## src/include/lsdcr_defs.svh

```systemverilog
/*
 Constants for the low-side driver control register bank: frame layout,
 register offsets, field positions, reset values, write masks and timing.
 Assumes a 100 MHz system clock.
*/
`ifndef LSDCR_DEFS_SVH
`define LSDCR_DEFS_SVH

// Serial frame layout
`define LSDCR_FRM_WRITE      15
`define LSDCR_FRM_SPACE_HI   13
`define LSDCR_FRM_SPACE_LO   12
`define LSDCR_FRM_REG_HI     11
`define LSDCR_FRM_REG_LO     8
`define LSDCR_FRM_BITS       5'h10
`define LSDCR_SPACE_CFG      2'h0
`define LSDCR_SPACE_CTL      2'h1

// Configuration space offsets
`define LSDCR_CFG_TACH       4'h4
`define LSDCR_CFG_LAST       4'h5
// Control space offsets
`define LSDCR_CTL_MAIN       4'h0
`define LSDCR_CTL_AUX        4'h1
`define LSDCR_CTL_DUTY_FIRST 4'h2
`define LSDCR_CTL_DUTY_LAST  4'h7

// Configuration fields
`define LSDCR_CFG_RETRY      7
`define LSDCR_CFG_SDD        6
`define LSDCR_CFG_MODE_LSD   6
`define LSDCR_CFG_MODE_OSC   5
`define LSDCR_CFG_SINK       4
`define LSDCR_CFG_INRUSH     3
`define LSDCR_CFG_ORAND      2
// Auxiliary and main control fields
`define LSDCR_AUX_PWRHOLD    7
`define LSDCR_AUX_SELFTEST   6
`define LSDCR_AUX_VSENS      4
`define LSDCR_AUX_BATSW      2
`define LSDCR_AUX_TACH       1
`define LSDCR_AUX_INTRST     0
`define LSDCR_MAIN_SPARK_A   2
`define LSDCR_MAIN_SPARK_B   1
`define LSDCR_MAIN_HEATER    0

// Reset values
`define LSDCR_CFG_RST        8'h10
`define LSDCR_LAMP_CFG_RST   8'h18
`define LSDCR_TACH_CFG_RST   8'h01
`define LSDCR_MAIN_RST       8'h00
`define LSDCR_AUX_RST        8'h12
`define LSDCR_DUTY_RST       7'h00

// Writable bits
`define LSDCR_CFG_MASK       8'h9F
`define LSDCR_REL_B_CFG_MASK 8'hDF
`define LSDCR_LAMP_CFG_MASK  8'h9B
`define LSDCR_TACH_CFG_MASK  8'hFF
`define LSDCR_AUX_MASK       8'hD7

// Timing
`define LSDCR_CLK_HZ         100000000
`define LSDCR_CLK_MHZ        100
`define LSDCR_DUTY_FULL      7'h64
`define LSDCR_PWM_LOW_STEP_US  100
`define LSDCR_PWM_HIGH_STEP_US 10
`define LSDCR_OSC_F0_HZ      10
`define LSDCR_OSC_F1_HZ      100
`define LSDCR_OSC_F2_HZ      1000
`define LSDCR_OSC_F3_HZ      5000
`define LSDCR_OSC_F4_HZ      10000
`define LSDCR_OSC_F5_HZ      20000
`define LSDCR_OSC_F6_HZ      40000
`define LSDCR_OSC_F7_HZ      100000

`endif

```

## src/include/lsdcr_pkg.sv

```systemverilog
/*
 Types of the low-side driver control register bank.
 Assumes lsdcr_defs.svh is on the include path.
*/
package lsdcr_pkg;

   typedef enum logic [2:0] {
      LSDCR_TM_DIV = 3'b001,
      LSDCR_TM_OSC = 3'b010,
      LSDCR_TM_LSD = 3'b100
   } lsdcr_tach_mode_t;

   typedef struct packed {
      logic tach_output;
      logic lamp_output;
      logic relay_b_output;
      logic relay_a_output;
      logic injector_b_output;
      logic injector_a_output;
   } lsdcr_drive_t;

   typedef struct packed {
      logic [5:0] sink_en;
      logic [5:0] inrush_long;
      logic [5:0] retry_en;
      logic [5:0] open_load_flag;
   } lsdcr_diag_t;

   typedef struct packed {
      logic power_hold_en;
      logic power_on_selftest;
      logic sensor_supply_on;
      logic battery_switch_on;
      logic internal_reset;
      logic spark_a_on;
      logic spark_b_on;
      logic heater_on;
   } lsdcr_sys_t;

   typedef struct packed {
      logic        sclk_q;
      logic [4:0]  bit_cnt;
      logic [15:0] rx;
      logic [15:0] tx;
   } lsdcr_spi_t;

   typedef struct packed {
      logic [5:0][7:0] cfg;
      logic [7:0]      main_onoff;
      logic [7:0]      aux_onoff;
      logic [5:0][6:0] duty;
      lsdcr_spi_t      spi;
      logic [13:0]     pre_low;
      logic [6:0]      pct_low;
      logic [13:0]     pre_high;
      logic [6:0]      pct_high;
      logic [22:0]     osc_cnt;
      logic            osc_out;
      logic            speed_q;
      logic [4:0]      div_cnt;
      logic            tach_trip;
      lsdcr_drive_t    drive;
      lsdcr_diag_t     diag;
      lsdcr_sys_t      sys;
   } lsdcr_state_t;

endpackage

```

## src/lsdcr_regs.sv

```systemverilog
/*
 Register bank and output logic for the low-side drivers, the tachometer
 output and the pre-driver commands, reached over a 16-bit serial port.
 Assumes all pin inputs, the serial clock among them, are synchronous to clk.
*/
`timescale 1ns/100ps
`include "lsdcr_defs.svh"

module lsdcr_regs
   import lsdcr_pkg::*;
#(
   parameter int unsigned PWM_LOW_STEP_CYC = `LSDCR_PWM_LOW_STEP_US * `LSDCR_CLK_MHZ,
   parameter int unsigned OSC_HALF0_CYC    = `LSDCR_CLK_HZ / (2 * `LSDCR_OSC_F0_HZ),
   parameter int unsigned OSC_HALF1_CYC    = `LSDCR_CLK_HZ / (2 * `LSDCR_OSC_F1_HZ),
   parameter int unsigned OSC_HALF2_CYC    = `LSDCR_CLK_HZ / (2 * `LSDCR_OSC_F2_HZ),
   parameter int unsigned OSC_HALF3_CYC    = `LSDCR_CLK_HZ / (2 * `LSDCR_OSC_F3_HZ),
   parameter int unsigned OSC_HALF4_CYC    = `LSDCR_CLK_HZ / (2 * `LSDCR_OSC_F4_HZ)
) (
   // Clock, reset, enable
   input  wire logic         clk,
   input  wire logic         reset_n,
   input  wire logic         ce,
   // Serial register port
   input  wire logic         cs_n,
   input  wire logic         sclk,
   input  wire logic         mosi,
   output logic              miso,
   // Parallel inputs and field sensing
   input  wire logic [3:0]   ls_pin,
   input  wire logic         speed_pulse,
   input  wire logic         key_switch,
   input  wire logic         tach_overcurrent,
   input  wire logic [5:0]   open_load_raw,
   // Driver commands
   output lsdcr_drive_t      drive,
   output lsdcr_diag_t       diag,
   output lsdcr_sys_t        sys,
   output lsdcr_tach_mode_t  tach_mode
);

   localparam logic [13:0] LOW_STEP_M1  = 14'(PWM_LOW_STEP_CYC - 1);
   localparam logic [13:0] HIGH_STEP_M1 =
      14'(`LSDCR_PWM_HIGH_STEP_US * `LSDCR_CLK_MHZ - 1);
   localparam logic [22:0] OSC_HALF5_M1 =
      23'(`LSDCR_CLK_HZ / (2 * `LSDCR_OSC_F5_HZ) - 1);
   localparam logic [22:0] OSC_HALF6_M1 =
      23'(`LSDCR_CLK_HZ / (2 * `LSDCR_OSC_F6_HZ) - 1);
   localparam logic [22:0] OSC_HALF7_M1 =
      23'(`LSDCR_CLK_HZ / (2 * `LSDCR_OSC_F7_HZ) - 1);

   lsdcr_state_t st_ff;
   lsdcr_state_t nxt_st;
   logic [5:0]   drv_nxt;
   logic [5:0]   duty_low_hi;
   logic [5:0]   duty_high_hi;
   logic         tach_lsd;

   assign miso      = st_ff.spi.tx[15];
   assign drive     = st_ff.drive;
   assign diag      = st_ff.diag;
   assign sys       = st_ff.sys;
   // Bit 6 is tested first, so mode code 11 acts as low-side mode
   assign tach_mode = lsdcr_tach_mode_t'(
      st_ff.cfg[`LSDCR_CFG_TACH][`LSDCR_CFG_MODE_LSD] ? LSDCR_TM_LSD :
      st_ff.cfg[`LSDCR_CFG_TACH][`LSDCR_CFG_MODE_OSC] ? LSDCR_TM_OSC :
      LSDCR_TM_DIV);
   assign tach_lsd  = (tach_mode == LSDCR_TM_LSD);

   // Oscillator half period, minus one, for each frequency code
   function automatic logic [22:0] osc_half_m1(input logic [2:0] code);
      logic [22:0] half;
      half = OSC_HALF7_M1;
      unique case (code)
         3'h0: half = 23'(OSC_HALF0_CYC - 1);
         3'h1: half = 23'(OSC_HALF1_CYC - 1);
         3'h2: half = 23'(OSC_HALF2_CYC - 1);
         3'h3: half = 23'(OSC_HALF3_CYC - 1);
         3'h4: half = 23'(OSC_HALF4_CYC - 1);
         3'h5: half = OSC_HALF5_M1;
         3'h6: half = OSC_HALF6_M1;
         3'h7: half = OSC_HALF7_M1;
      endcase
      return half;
   endfunction

   // Writable bits of each configuration register
   function automatic logic [7:0] cfg_mask(input logic [3:0] idx);
      logic [7:0] m;
      unique case (idx)
         4'h3:            m = `LSDCR_REL_B_CFG_MASK;
         `LSDCR_CFG_TACH: m = `LSDCR_TACH_CFG_MASK;
         `LSDCR_CFG_LAST: m = `LSDCR_LAMP_CFG_MASK;
         default:         m = `LSDCR_CFG_MASK;
      endcase
      return m;
   endfunction

   // Per-driver output except the tach (tied to 0 here): pin/control combination, then internal PWM gating
   genvar g;
   for (g = 0; g < 6; g++) begin : g_drv
      localparam int ONB = (g == 5) ? 3 : 7 - g;
      logic [6:0] dv;
      assign dv = st_ff.duty[g];
      assign duty_low_hi[g]  = (dv >= `LSDCR_DUTY_FULL) | (st_ff.pct_low < dv);
      assign duty_high_hi[g] = (dv >= `LSDCR_DUTY_FULL) | (st_ff.pct_high < dv);
      if (g == 4) begin : g_tach
         assign drv_nxt[g] = 1'b0;
      end else begin : g_ls
         logic on_bit;
         logic pin;
         logic combo;
         logic gated;
         assign on_bit = st_ff.main_onoff[ONB];
         if (g == 5) begin : g_lamp
            assign pin   = 1'b0;
            assign combo = pin | on_bit;
         end else begin : g_pin
            assign pin   = ls_pin[g];
            assign combo = st_ff.cfg[g][`LSDCR_CFG_ORAND] ? (pin & on_bit)
                                                          : (pin | on_bit);
         end
         // Internal PWM gating; code 11 is treated as no PWM
         assign gated = (st_ff.cfg[g][1:0] == 2'b01) ? (combo & duty_low_hi[g]) :
                        (st_ff.cfg[g][1:0] == 2'b10) ? (combo & duty_high_hi[g]) :
                        combo;
         if (g == 3) begin : g_relb
            // Without the key, only shutdown disable with power hold keeps it on
            assign drv_nxt[g] = gated & (key_switch |
               (st_ff.cfg[g][`LSDCR_CFG_SDD] &
                st_ff.aux_onoff[`LSDCR_AUX_PWRHOLD]));
         end else begin : g_plain
            assign drv_nxt[g] = gated;
         end
      end
   end

   always_comb begin
      logic [15:0] word;
      logic [1:0]  space;
      logic [3:0]  idx;
      logic [7:0]  rdata;
      logic        rise;
      logic        fall;
      logic        low_wrap;
      logic        high_wrap;
      logic        speed_rise;
      logic [5:0]  div_n;
      logic [4:0]  div_inc;
      logic        div_out;
      logic        tach_src;
      logic [7:0]  tc;
      logic [6:0]  duty_idx;
      word       = 16'h0000;
      space      = 2'h0;
      idx        = 4'h0;
      rdata      = 8'h00;
      duty_idx   = 7'h00;
      low_wrap   = 1'b0;
      high_wrap  = 1'b0;
      speed_rise = 1'b0;
      div_n      = 6'h00;
      div_inc    = 5'h00;
      div_out    = 1'b0;
      tach_src   = 1'b0;
      nxt_st     = st_ff;
      tc         = st_ff.cfg[`LSDCR_CFG_TACH];
      rise       = sclk & ~st_ff.spi.sclk_q;
      fall       = ~sclk & st_ff.spi.sclk_q;
      nxt_st.spi.sclk_q = sclk;
      nxt_st.aux_onoff[`LSDCR_AUX_INTRST] = 1'b0;

      // Serial port: shift in on rising, shift out on falling clock
      if (cs_n) begin
         nxt_st.spi.bit_cnt = 5'h00;
      end else if (rise && st_ff.spi.bit_cnt != `LSDCR_FRM_BITS) begin
         word = {st_ff.spi.rx[14:0], mosi};
         nxt_st.spi.rx      = word;
         nxt_st.spi.bit_cnt = st_ff.spi.bit_cnt + 5'h01;
         // Last bit: decode, commit a write, load the answer for the next frame
         if (st_ff.spi.bit_cnt == `LSDCR_FRM_BITS - 5'h01) begin
            space = word[`LSDCR_FRM_SPACE_HI:`LSDCR_FRM_SPACE_LO];
            idx   = word[`LSDCR_FRM_REG_HI:`LSDCR_FRM_REG_LO];
            if (space == `LSDCR_SPACE_CFG && idx <= `LSDCR_CFG_LAST) begin
               rdata = st_ff.cfg[idx[2:0]];
               if (word[`LSDCR_FRM_WRITE]) begin
                  nxt_st.cfg[idx[2:0]] = word[7:0] & cfg_mask(idx);
               end
            end else if (space == `LSDCR_SPACE_CTL && idx == `LSDCR_CTL_MAIN) begin
               rdata = st_ff.main_onoff;
               if (word[`LSDCR_FRM_WRITE]) begin
                  nxt_st.main_onoff = word[7:0];
               end
            end else if (space == `LSDCR_SPACE_CTL && idx == `LSDCR_CTL_AUX) begin
               rdata = st_ff.aux_onoff;
               if (word[`LSDCR_FRM_WRITE]) begin
                  nxt_st.aux_onoff = word[7:0] & `LSDCR_AUX_MASK;
               end
            end else if (space == `LSDCR_SPACE_CTL && idx >= `LSDCR_CTL_DUTY_FIRST) begin
               duty_idx = 7'(idx - `LSDCR_CTL_DUTY_FIRST);
               rdata    = {1'b0, st_ff.duty[duty_idx[2:0]]};
               if (word[`LSDCR_FRM_WRITE]) begin
                  nxt_st.duty[duty_idx[2:0]] = word[6:0];
               end
            end
            nxt_st.spi.tx = {word[15:8], rdata};
         end
      end else if (fall && st_ff.spi.bit_cnt != 5'h00 &&
                   st_ff.spi.bit_cnt != `LSDCR_FRM_BITS) begin
         nxt_st.spi.tx = {st_ff.spi.tx[14:0], 1'b0};
      end

      // Shared PWM time bases: 100 steps of 1 % each
      if (st_ff.pre_low >= LOW_STEP_M1) begin
         nxt_st.pre_low = 14'h0000;
         if (st_ff.pct_low >= `LSDCR_DUTY_FULL - 7'h01) begin
            nxt_st.pct_low = 7'h00;
            low_wrap       = 1'b1;
         end else begin
            nxt_st.pct_low = st_ff.pct_low + 7'h01;
         end
      end else begin
         nxt_st.pre_low = st_ff.pre_low + 14'h0001;
      end
      if (st_ff.pre_high >= HIGH_STEP_M1) begin
         nxt_st.pre_high = 14'h0000;
         if (st_ff.pct_high >= `LSDCR_DUTY_FULL - 7'h01) begin
            nxt_st.pct_high = 7'h00;
            high_wrap       = 1'b1;
         end else begin
            nxt_st.pct_high = st_ff.pct_high + 7'h01;
         end
      end else begin
         nxt_st.pre_high = st_ff.pre_high + 14'h0001;
      end

      // Fixed oscillator
      if (st_ff.osc_cnt >= osc_half_m1(tc[2:0])) begin
         nxt_st.osc_cnt = 23'h000000;
         nxt_st.osc_out = ~st_ff.osc_out;
      end else begin
         nxt_st.osc_cnt = st_ff.osc_cnt + 23'h000001;
      end

      // Speed-pulse divider: output spans N input periods
      nxt_st.speed_q = speed_pulse;
      speed_rise     = speed_pulse & ~st_ff.speed_q;
      div_n          = (tc[4:0] == 5'h00) ? 6'h20 : {1'b0, tc[4:0]};
      div_inc        = st_ff.div_cnt + 5'h01;
      if (speed_rise) begin
         nxt_st.div_cnt = ({1'b0, div_inc} >= div_n) ? 5'h00 : div_inc;
      end else if ({1'b0, st_ff.div_cnt} >= div_n) begin
         nxt_st.div_cnt = 5'h00;
      end
      div_out = (div_n == 6'h01) ? st_ff.speed_q
                                 : ({1'b0, st_ff.div_cnt} < {1'b0, div_n[5:1]});

      // Tachometer source follows the live mode field
      unique case (tach_mode)
         LSDCR_TM_DIV: tach_src = div_out;
         LSDCR_TM_OSC: tach_src = st_ff.osc_out;
         LSDCR_TM_LSD: begin
            unique case (tc[1:0])
               2'b01:   tach_src = duty_low_hi[4];
               2'b10:   tach_src = duty_high_hi[4];
               default: tach_src = 1'b1;
            endcase
         end
      endcase

      // Overcurrent latches the tach off; retry rearms at PWM period start
      if (tach_overcurrent && st_ff.drive.tach_output) begin
         nxt_st.tach_trip = 1'b1;
      end else if (!st_ff.aux_onoff[`LSDCR_AUX_TACH] ||
                   (tc[`LSDCR_CFG_RETRY] && (low_wrap || high_wrap))) begin
         nxt_st.tach_trip = 1'b0;
      end

      nxt_st.drive = lsdcr_drive_t'({st_ff.aux_onoff[`LSDCR_AUX_TACH] & ~st_ff.tach_trip
                                     & tach_src,
                                     drv_nxt[5], drv_nxt[3], drv_nxt[2],
                                     drv_nxt[1], drv_nxt[0]});

      // Diagnostic controls follow each driver's configuration
      for (int i = 0; i < 6; i++) begin
         nxt_st.diag.retry_en[i]    = st_ff.cfg[i][`LSDCR_CFG_RETRY];
         nxt_st.diag.sink_en[i]     = st_ff.cfg[i][`LSDCR_CFG_SINK];
         nxt_st.diag.inrush_long[i] = st_ff.cfg[i][`LSDCR_CFG_INRUSH];
      end
      nxt_st.diag.sink_en[4]     = tach_lsd & tc[`LSDCR_CFG_SINK];
      nxt_st.diag.inrush_long[4] = tach_lsd & tc[`LSDCR_CFG_INRUSH];
      nxt_st.diag.open_load_flag = open_load_raw & nxt_st.diag.sink_en;

      // System and pre-driver commands
      nxt_st.sys.power_hold_en     = st_ff.aux_onoff[`LSDCR_AUX_PWRHOLD];
      nxt_st.sys.power_on_selftest = st_ff.aux_onoff[`LSDCR_AUX_SELFTEST];
      nxt_st.sys.sensor_supply_on  = st_ff.aux_onoff[`LSDCR_AUX_VSENS];
      nxt_st.sys.battery_switch_on = st_ff.aux_onoff[`LSDCR_AUX_BATSW];
      nxt_st.sys.internal_reset    = st_ff.aux_onoff[`LSDCR_AUX_INTRST];
      nxt_st.sys.spark_a_on        = st_ff.main_onoff[`LSDCR_MAIN_SPARK_A];
      nxt_st.sys.spark_b_on        = st_ff.main_onoff[`LSDCR_MAIN_SPARK_B];
      nxt_st.sys.heater_on         = st_ff.main_onoff[`LSDCR_MAIN_HEATER];
   end

   // Reset loads the defaults; ce low freezes every register
   always_ff @(posedge clk) begin
      if (!reset_n) begin
         st_ff            <= '0;
         st_ff.cfg        <= {`LSDCR_LAMP_CFG_RST, `LSDCR_TACH_CFG_RST,
                              `LSDCR_CFG_RST, `LSDCR_CFG_RST,
                              `LSDCR_CFG_RST, `LSDCR_CFG_RST};
         st_ff.main_onoff <= `LSDCR_MAIN_RST;
         st_ff.aux_onoff  <= `LSDCR_AUX_RST;
         st_ff.duty       <= {6{`LSDCR_DUTY_RST}};
      end else if (ce) begin
         st_ff <= nxt_st;
      end
   end

endmodule // lsdcr_regs
```

## config.mk

```make
export PLATFORM = sky130hd
export DESIGN_NAME = lsdcr_regs
export DESIGN_NICKNAME = d
export VERILOG_FILES = /design/src/include/lsdcr_pkg.sv /design/src/lsdcr_regs.sv
export VERILOG_INCLUDE_DIRS = /design/src /design/src/include
export SDC_FILE = /design/constraint.sdc
export NUM_CORES = 1
export LEC_CHECK = 0
export BUFFER_PORTS_ARGS = -buffer_cell sky130_fd_sc_hd__buf_2
export CAP_MARGIN = 20
export CORE_ASPECT_RATIO = 0.5
export CORE_MARGIN = 2
export CORE_UTILIZATION = 62
export CTS_BUF_LIST = sky130_fd_sc_hd__clkbuf_16
export CTS_CLUSTER_DIAMETER = 100
export DETAILED_ROUTE_END_ITERATION = 16
export GPL_TIMING_DRIVEN = 0
export PLACE_DENSITY_LB_ADDON = 0.05
export SKIP_LAST_GASP = 1
export SYNTH_ARGS = -nofsm -noshare
export SYNTH_HDL_FRONTEND = slang
export SYNTH_SLANG_ARGS = --single-unit
```

## constraint.sdc

```tcl
create_clock -name clk -period 3.7 [get_ports clk]
set_input_delay 0.74 -clock clk [delete_from_list [all_inputs] [get_ports clk]]
set_output_delay 0.74 -clock clk [all_outputs]
set_load 0.02 [all_outputs]
```

==> impl_metrics.ini, run 1 <==
[sta]
min_period_over_period = 0.963
relSlewSlack = 0.284
finalCriticalPeriod_ns = 3.56
hold_viol = 0
setup_violations = 0
tightest_slew_ns = 1.07
slew_viol_final = 0
worst_hold_slack_ns = 0.433
skew_ns = 0.0146
setup_slack_ns = 0.136
fmax_mhz = 281
fin_setup_tns_ns = 0
rsz0062_at_grt = false

[die]
design.portCount = 61
num_rows = 39
dieHeight_um = 112
core_area_um2 = 22900
die_area_um2 = 24700
die_x_um = 220
initial_core_util = 0.634

[route]
first_pass_iters = 5
vias = 13200
route.detailed.drc = 0
ant_nets = 0
wl_per_cell_um = 21.4
routed_wl_mm = 45.3
drt_iter0_markers = 1651
avgViaCountPerCell = 6.26

[worst_setup_path]
slowest_stage = a2111oi_0
worstPathCellList = buf_2 -> buf_1 -> clkbuf_1 -> o21ai_0 -> a22oi_1 -> nor2_1 -> a2111oi_0 -> a21oi_1
cp.required_ns = 4.09
cp.arrival_ns = 3.95
crit_fanout = 10
cp-end-kind = register
crit_type = reg -> reg
cp-start-kind = register
worstSetupStartpoint = st_ff[134]
reg2reg_from = st_ff[134]
critPathMaxStageDelay_ns = 0.80

[cts]
htreeDepth = 1
clockBufferDepth = 3
cts_tree = yes
cts.sinks = 269
root_buffer = clkbuf_16
ctsHoldBuffers = 0
cts_buffers = 25
insertion_delay_ns = 0.55
clk_pin_slew_ns = 0.07

[finish]
n_fill_cell = 1873
drive_gt1_frac = 0.101
antennaDiodeCount = 0
final_util = 0.699
area_growth_pct = 10.3
nNetsFinal = 1931

[pwr]
swShare = 0.240
ir_drop_mv = 0.357
power_leakage_nw = 6.19
comb_power_share = 0.044
intPower_mw = 4.37
seqPwrFrac = 0.510
switching_power_mw = 1.38
power.density_nw_per_um2 = 359
p_clk_frac = 0.446

[synth]
ys_async_sr_fraction = 0
ys_seq_elements = 269
ys_seq_area_frac = 0.371
synth_area_um2 = 14500
synth_nets = 1842
ys_types = 70
synth_warnings = 0
synthFlopType = dfxtp_1
synth_edf_count = 0
syn_area_per_cell_um2 = 8.55
netlist_instances = 1697

[hold_path]
min_path_type = reg -> reg
holdCritStartpoint = st_ff[252]

[grt]
grt_use_total = 0.367
grt_max_degree = 20
antenna_found_initial = 0
grt_pass1_wl_mm = 70.1
grt_pass1_vias = 12800
grt_remaining_overflow = 0

[run_status]
status = finished, final reports clean

[placement]
place_ws_ns = -0.541
dp_hpwl_mm = 34.3
gp_congestion = 0.982
port-buffer-count = 59

[run]
cap_violations = 0
worst max-delay path, delay by kind of cell, from the launching register on:
kind                   cells  cell delay (ns)
AOI/OAI and AO/OA          4             1.48
buffers and inverters      3             1.51
and+or+nand+nor            1             0.08
DFF                        1             0.33
power by group through the flow:
stage	Sequential [mW]	Combinational, mW	Clock, mW
6_report	2.93	0.253	2.57
5_1_grt	2.93	0.269	2.69
4_1_cts	2.93	0.245	2.57
3_5_place_dp	3.00	0.243	0
3_3_place_gp	3.00	0.238	0
2_1_floorplan	2.99	0.154	0
synthesized netlist by cell type, types with 19 or more instances:
cell type / instances / area [µm²]
a21oi_1: 101 / 505
buf_4: 39 / 293
clkbuf_1: 73 / 274
dfxtp_1: 269 / 5390
ha_1: 126 / 1580
inv_1: 80 / 300
mux2i_1: 63 / 631
nand2_1: 217 / 815
nand2b_1: 22 / 138
nand3_1: 92 / 460
nand4_1: 30 / 188
nor2_1: 141 / 529
nor2b_1: 41 / 257
nor3_1: 21 / 105
o21ai_0: 73 / 365
xnor2_1: 19 / 166
xor2_1: 33 / 289
area by class of cell:
class                      count  area (µm²)  share of cell area
sequential                   269        5390               0.336
tap                          307         384              0.0240
clock buffer                  25         626              0.0391
clock inverter                20         156             0.00977
timing repair buffer          63         323              0.0202
multi-input combinational   1219        8180               0.511
inverter                      82         308              0.0192
buffer                       126         641              0.0400
path summary, 6_finish.rpt:
check	end	slack, ns	cells after the start
worst min register to register	st_ff[252]	0.43	2
worst min-delay path	st_ff[252]	0.43	2
worst max register to register	st_ff[112]	0.14	8
worst max-delay path	st_ff[112]	0.14	8
flip-flops by register name, summed over array words and instances (netlist names), named ones only:
name	cells
diag	24
drive	6
g_drv.dv	42
g_drv.g_ls.combo	1
g_drv.g_ls.on_bit	4
miso	1
nxt_st	24
st_ff	142
sys	8
cell usage in the layout, fill, tap and decap left out, types with 15 or more instances in the layout:
cell type  netlist  layout
nor3_1          21      21
nand3_1         92      92
a21boi_0        15      15
nand4_1         30      30
inv_1           80      83
mux4_2          15      15
dfxtp_1        269     269
o21ai_0         73      73
clkbuf_1        73      72
mux2i_1         63      63
xnor2_1         19      19
nand2_1        217     217
buf_2            2      62
xor2_1          33      33
ha_1           126     126
clkbuf_16        0      25
nor2b_1         41      41
a21oi_1        101     101
buf_4           39      42
nand2b_1        22      22
nor2_1         141     141
metal layers:
layer,track usage,part of all wire,vias up
li1,-,-,6124
met1,0.516,0.43,6397
met2,0.577,0.44,609
met3,0.0797,0.11,83
met4,0.0899,0.022,0
met5,0,0,-
stage by stage:
step | instance area, µm² | std cells | power, mW
3_5_place_dp | 15200 | 2065 | 3.24
4_1_cts | 16000 | 2109 | 5.75
6_report | 16000 | 2111 | 5.75
3_3_place_gp | 15200 | 2063 | 3.23
2_1_floorplan | 14500 | 1697 | 3.15
5_1_grt | 16000 | 2111 | 5.90
kinds of logic (layout without fill, tap and decap cells):
group	count (synthesis)	in the layout	synth area share
fa+ha+maj	127	127	0.109
mux	85	85	0.0721
xor+xnor	52	52	0.0314
flops	269	269	0.371
compound gates	325	325	0.145
buf+inv	209	316	0.0653
simple gates	630	630	0.206
what timing repair did:
| item | 4_1_cts | 5_1_grt |
|---|---|---|
| setup endpoints to repair | 17 | 3 |
| resized for setup | 1 | 2 |
| buffers inserted | 0 | 2 |
| pin swaps | 0 | 1 |
Power figures use the tool's default switching activity.
==> inputs of run 2 (changes only) <==
ABC_AREA = 1   (was unset)
BUFFER_PORTS_ARGS = unset   (was -buffer_cell sky130_fd_sc_hd__buf_2)
CORE_UTILIZATION = 55   (was 62)
DONT_BUFFER_PORTS = 1   (was unset)
==> impl_metrics.ini, run 2 <==
[die]
core_area_um2 = 26400
design.portCount = 61
dieHeight_um = 120
die_area_um2 = 28200
num_rows = 42
die_x_um = 236
initial_core_util = 0.559

[grt]
met3_usage = 0.0656
grt_use_total = 0.328
grt_pass1_vias = 12700
grt_max_degree = 16
use_met1 = 0.471
antenna_found_initial = 1
grt_pass1_wl_mm = 71.6
busiest_layer = met2
grt_remaining_overflow = 0
grt_use_met2 = 0.506

[sta]
fmax_mhz = 292
skew_ns = 0.0109
hold_viol = 0
relSlewSlack = 0.264
min_period_over_period = 0.926
setup_violations = 0
tightest_slew_ns = 1.10
worst_hold_slack_ns = 0.348
rsz0062_at_grt = false
finalCriticalPeriod_ns = 3.43
slew_viol_final = 0
fin_setup_tns_ns = 0

[cts]
root_buffer = clkbuf_16
cts_tree = yes
htreeDepth = 1
clockBufferDepth = 3
cts.sinks = 269
cts_buffers = 25
ctsResizeCount = 0
insertion_delay_ns = 0.55
clk_pin_slew_ns = 0.07
ctsHoldBuffers = 0
post_cts_buffers = 0

[finish]
final_common_cell = nand2_1
nNetsFinal = 2259
multi_input_comb_area_um2 = 7940
n_fill_cell = 2575
top_register = st_ff
final_area_um2 = 16000
ff_latch_area_um2 = 5390
antennaDiodeCount = 0
drive_gt1_frac = 0.0614
area_growth_pct = 8.56
largest_reg_flops = 142
final_cell_mix = nand2_1 (441), dfxtp_1 (269), a21oi_1 (261)

[placement]
dp_hpwl_mm = 35.1
port-buffer-count = 0
placed_cell_area_um2 = 15200
gp_congestion = 0.986

[synth]
synth.most_common_cell = nand2_1
yosys.area_share.simple = 0.248
ys_seq_elements = 269
synth_mux_area_frac = 0
synth_warnings = 0
synth_edf_count = 0
netlist_instances = 2087
synth.area.top_cells = dfxtp_1 (37%), nand2_1 (11%), ha_1 (11%), a21oi_1 (8.9%), o21ai_0 (5.3%)
synthAdderAreaFrac = 0.107
synth_top_family_by_area = simple AND/OR/NAND/NOR gates
synth_compound_area_frac = 0.167
synthTopCellsByCount = nand2_1 (441), dfxtp_1 (269), a21oi_1 (261)
synth_top_area_share = 0.365
synth_area_um2 = 14700
synth_xor_area_frac = 0.0166
syn_area_per_cell_um2 = 7.07
ys_types = 48
ys_async_sr_fraction = 0
synth_nets = 2232
yosys.area.top_type = dfxtp_1
synthFlopType = dfxtp_1
ys_seq_area_frac = 0.365

[pwr]
power_leakage_nw = 6.79
ir_drop_mv = 0.314
power.density_nw_per_um2 = 384

[worst_setup_path]
crit_fanout = 11
r2r_setup_slack_ns = 0.27
critPathMaxStageDelay_ns = 0.61
worstPathCellList = inv_2 -> clkbuf_1 -> ha_1 -> inv_1 -> nor2_2 -> nand2_1 -> o21ai_0 -> inv_1 -> nor3_1 -> nor2_1 -> nand2_1 -> ha_1 -> inv_1 -> nand2_1 -> inv_1
slowest_stage = clkbuf_1
cp-start-kind = register
cp.arrival_ns = 3.92
cp_num_buf_inv = 6
cp-end-kind = register
critical_path.top_delay_family = simple AND/OR/NAND/NOR gates
cp.required_ns = 4.20
crit_type = reg -> reg
cpMostUsedCell = inv_1

[run]
cap_violations = 0

[route]
ant_nets = 0
drt_iter0_markers = 1654
avgViaCountPerCell = 5.67
routed_wl_mm = 46.8
first_pass_iters = 6
vias = 14100
wl_per_cell_um = 18.9
route.detailed.drc = 0

[run_status]
status = finished, final reports clean

[hold_path]
min_path_type = in -> reg
-- run 2: cell types whose count changed after synthesis, sizes merged, moves of 14 or more --
cell and change:
a21boi -14, a21oi +160, clkbuf -15, inv +131, mux2i -63, mux4 -15
nand2 +232, nand2b -22, nand3 +41, nor2 +57, nor2b -41, o21ai +99
-- run 2: kinds of logic after synthesis --
logic type / after synthesis
AOI/OAI and AO/OA: 470
xor gates and xnor gates: 28
adders and majority gates: 126
buffers and inverters: 332
DFF: 269
and+or+nand+nor: 862
-- run 2: final cells by class --
cell class | instances | area share
buffer | 118 | 0.0387
clock buffer | 25 | 0.0391
clock inverter | 20 | 0.0123
inverter | 214 | 0.0502
multi-input combinational | 1486 | 0.496
sequential | 269 | 0.336
tap | 352 | 0.0275
-- run 2: stage by stage --
stage / power (mW) / setup slack, ns / util / instances
5_1_grt: 6.33 / 0.0646 / 0.607 / 2484
3_5_place_dp: 3.51 / 0.529 / 0.576 / 2439
6_report: 6.14 / 0.274 / 0.607 / 2484
2_1_floorplan: 3.36 / 1.39 / - / 2087
3_3_place_gp: 3.51 / 0.491 / 0.576 / 2439
4_1_cts: 6.15 / 0.495 / 0.607 / 2484
-- run 2: final timing paths --
| check | cells after the start | to | startpoint |
|---|---|---|---|
| max | 15 | register | st_ff[135] |
| min | 2 | diag[3] | open_load_raw[3] |
| max reg2reg | 15 | register | st_ff[135] |
| min reg2reg | 2 | st_ff[220] | st_ff[220] |
-- run 2: routing by layer --
metal	routed length, µm	part of all wire
met1	21300	0.46
met2	19800	0.42
met3	4600	0.098
met4	1070	0.023
met5	0	0
-- run 2: worst register-to-register path, cell delays in order, from the launching register on --
cell      delay [ns]
dfxtp_1         0.41
inv_2           0.11
clkbuf_1        0.61
ha_1            0.29
inv_1           0.05
nor2_2          0.38
nand2_1         0.21
o21ai_0         0.18
inv_1           0.07
nor3_1          0.28
nor2_1          0.16
nand2_1         0.20
ha_1            0.27
inv_1           0.05
nand2_1         0.04
inv_1           0.05
-- run 2: power by group --
part           internal, mW  switching, mW
combinational         0.137          0.347
sequential             2.94         0.0381
clock                  1.51           1.17
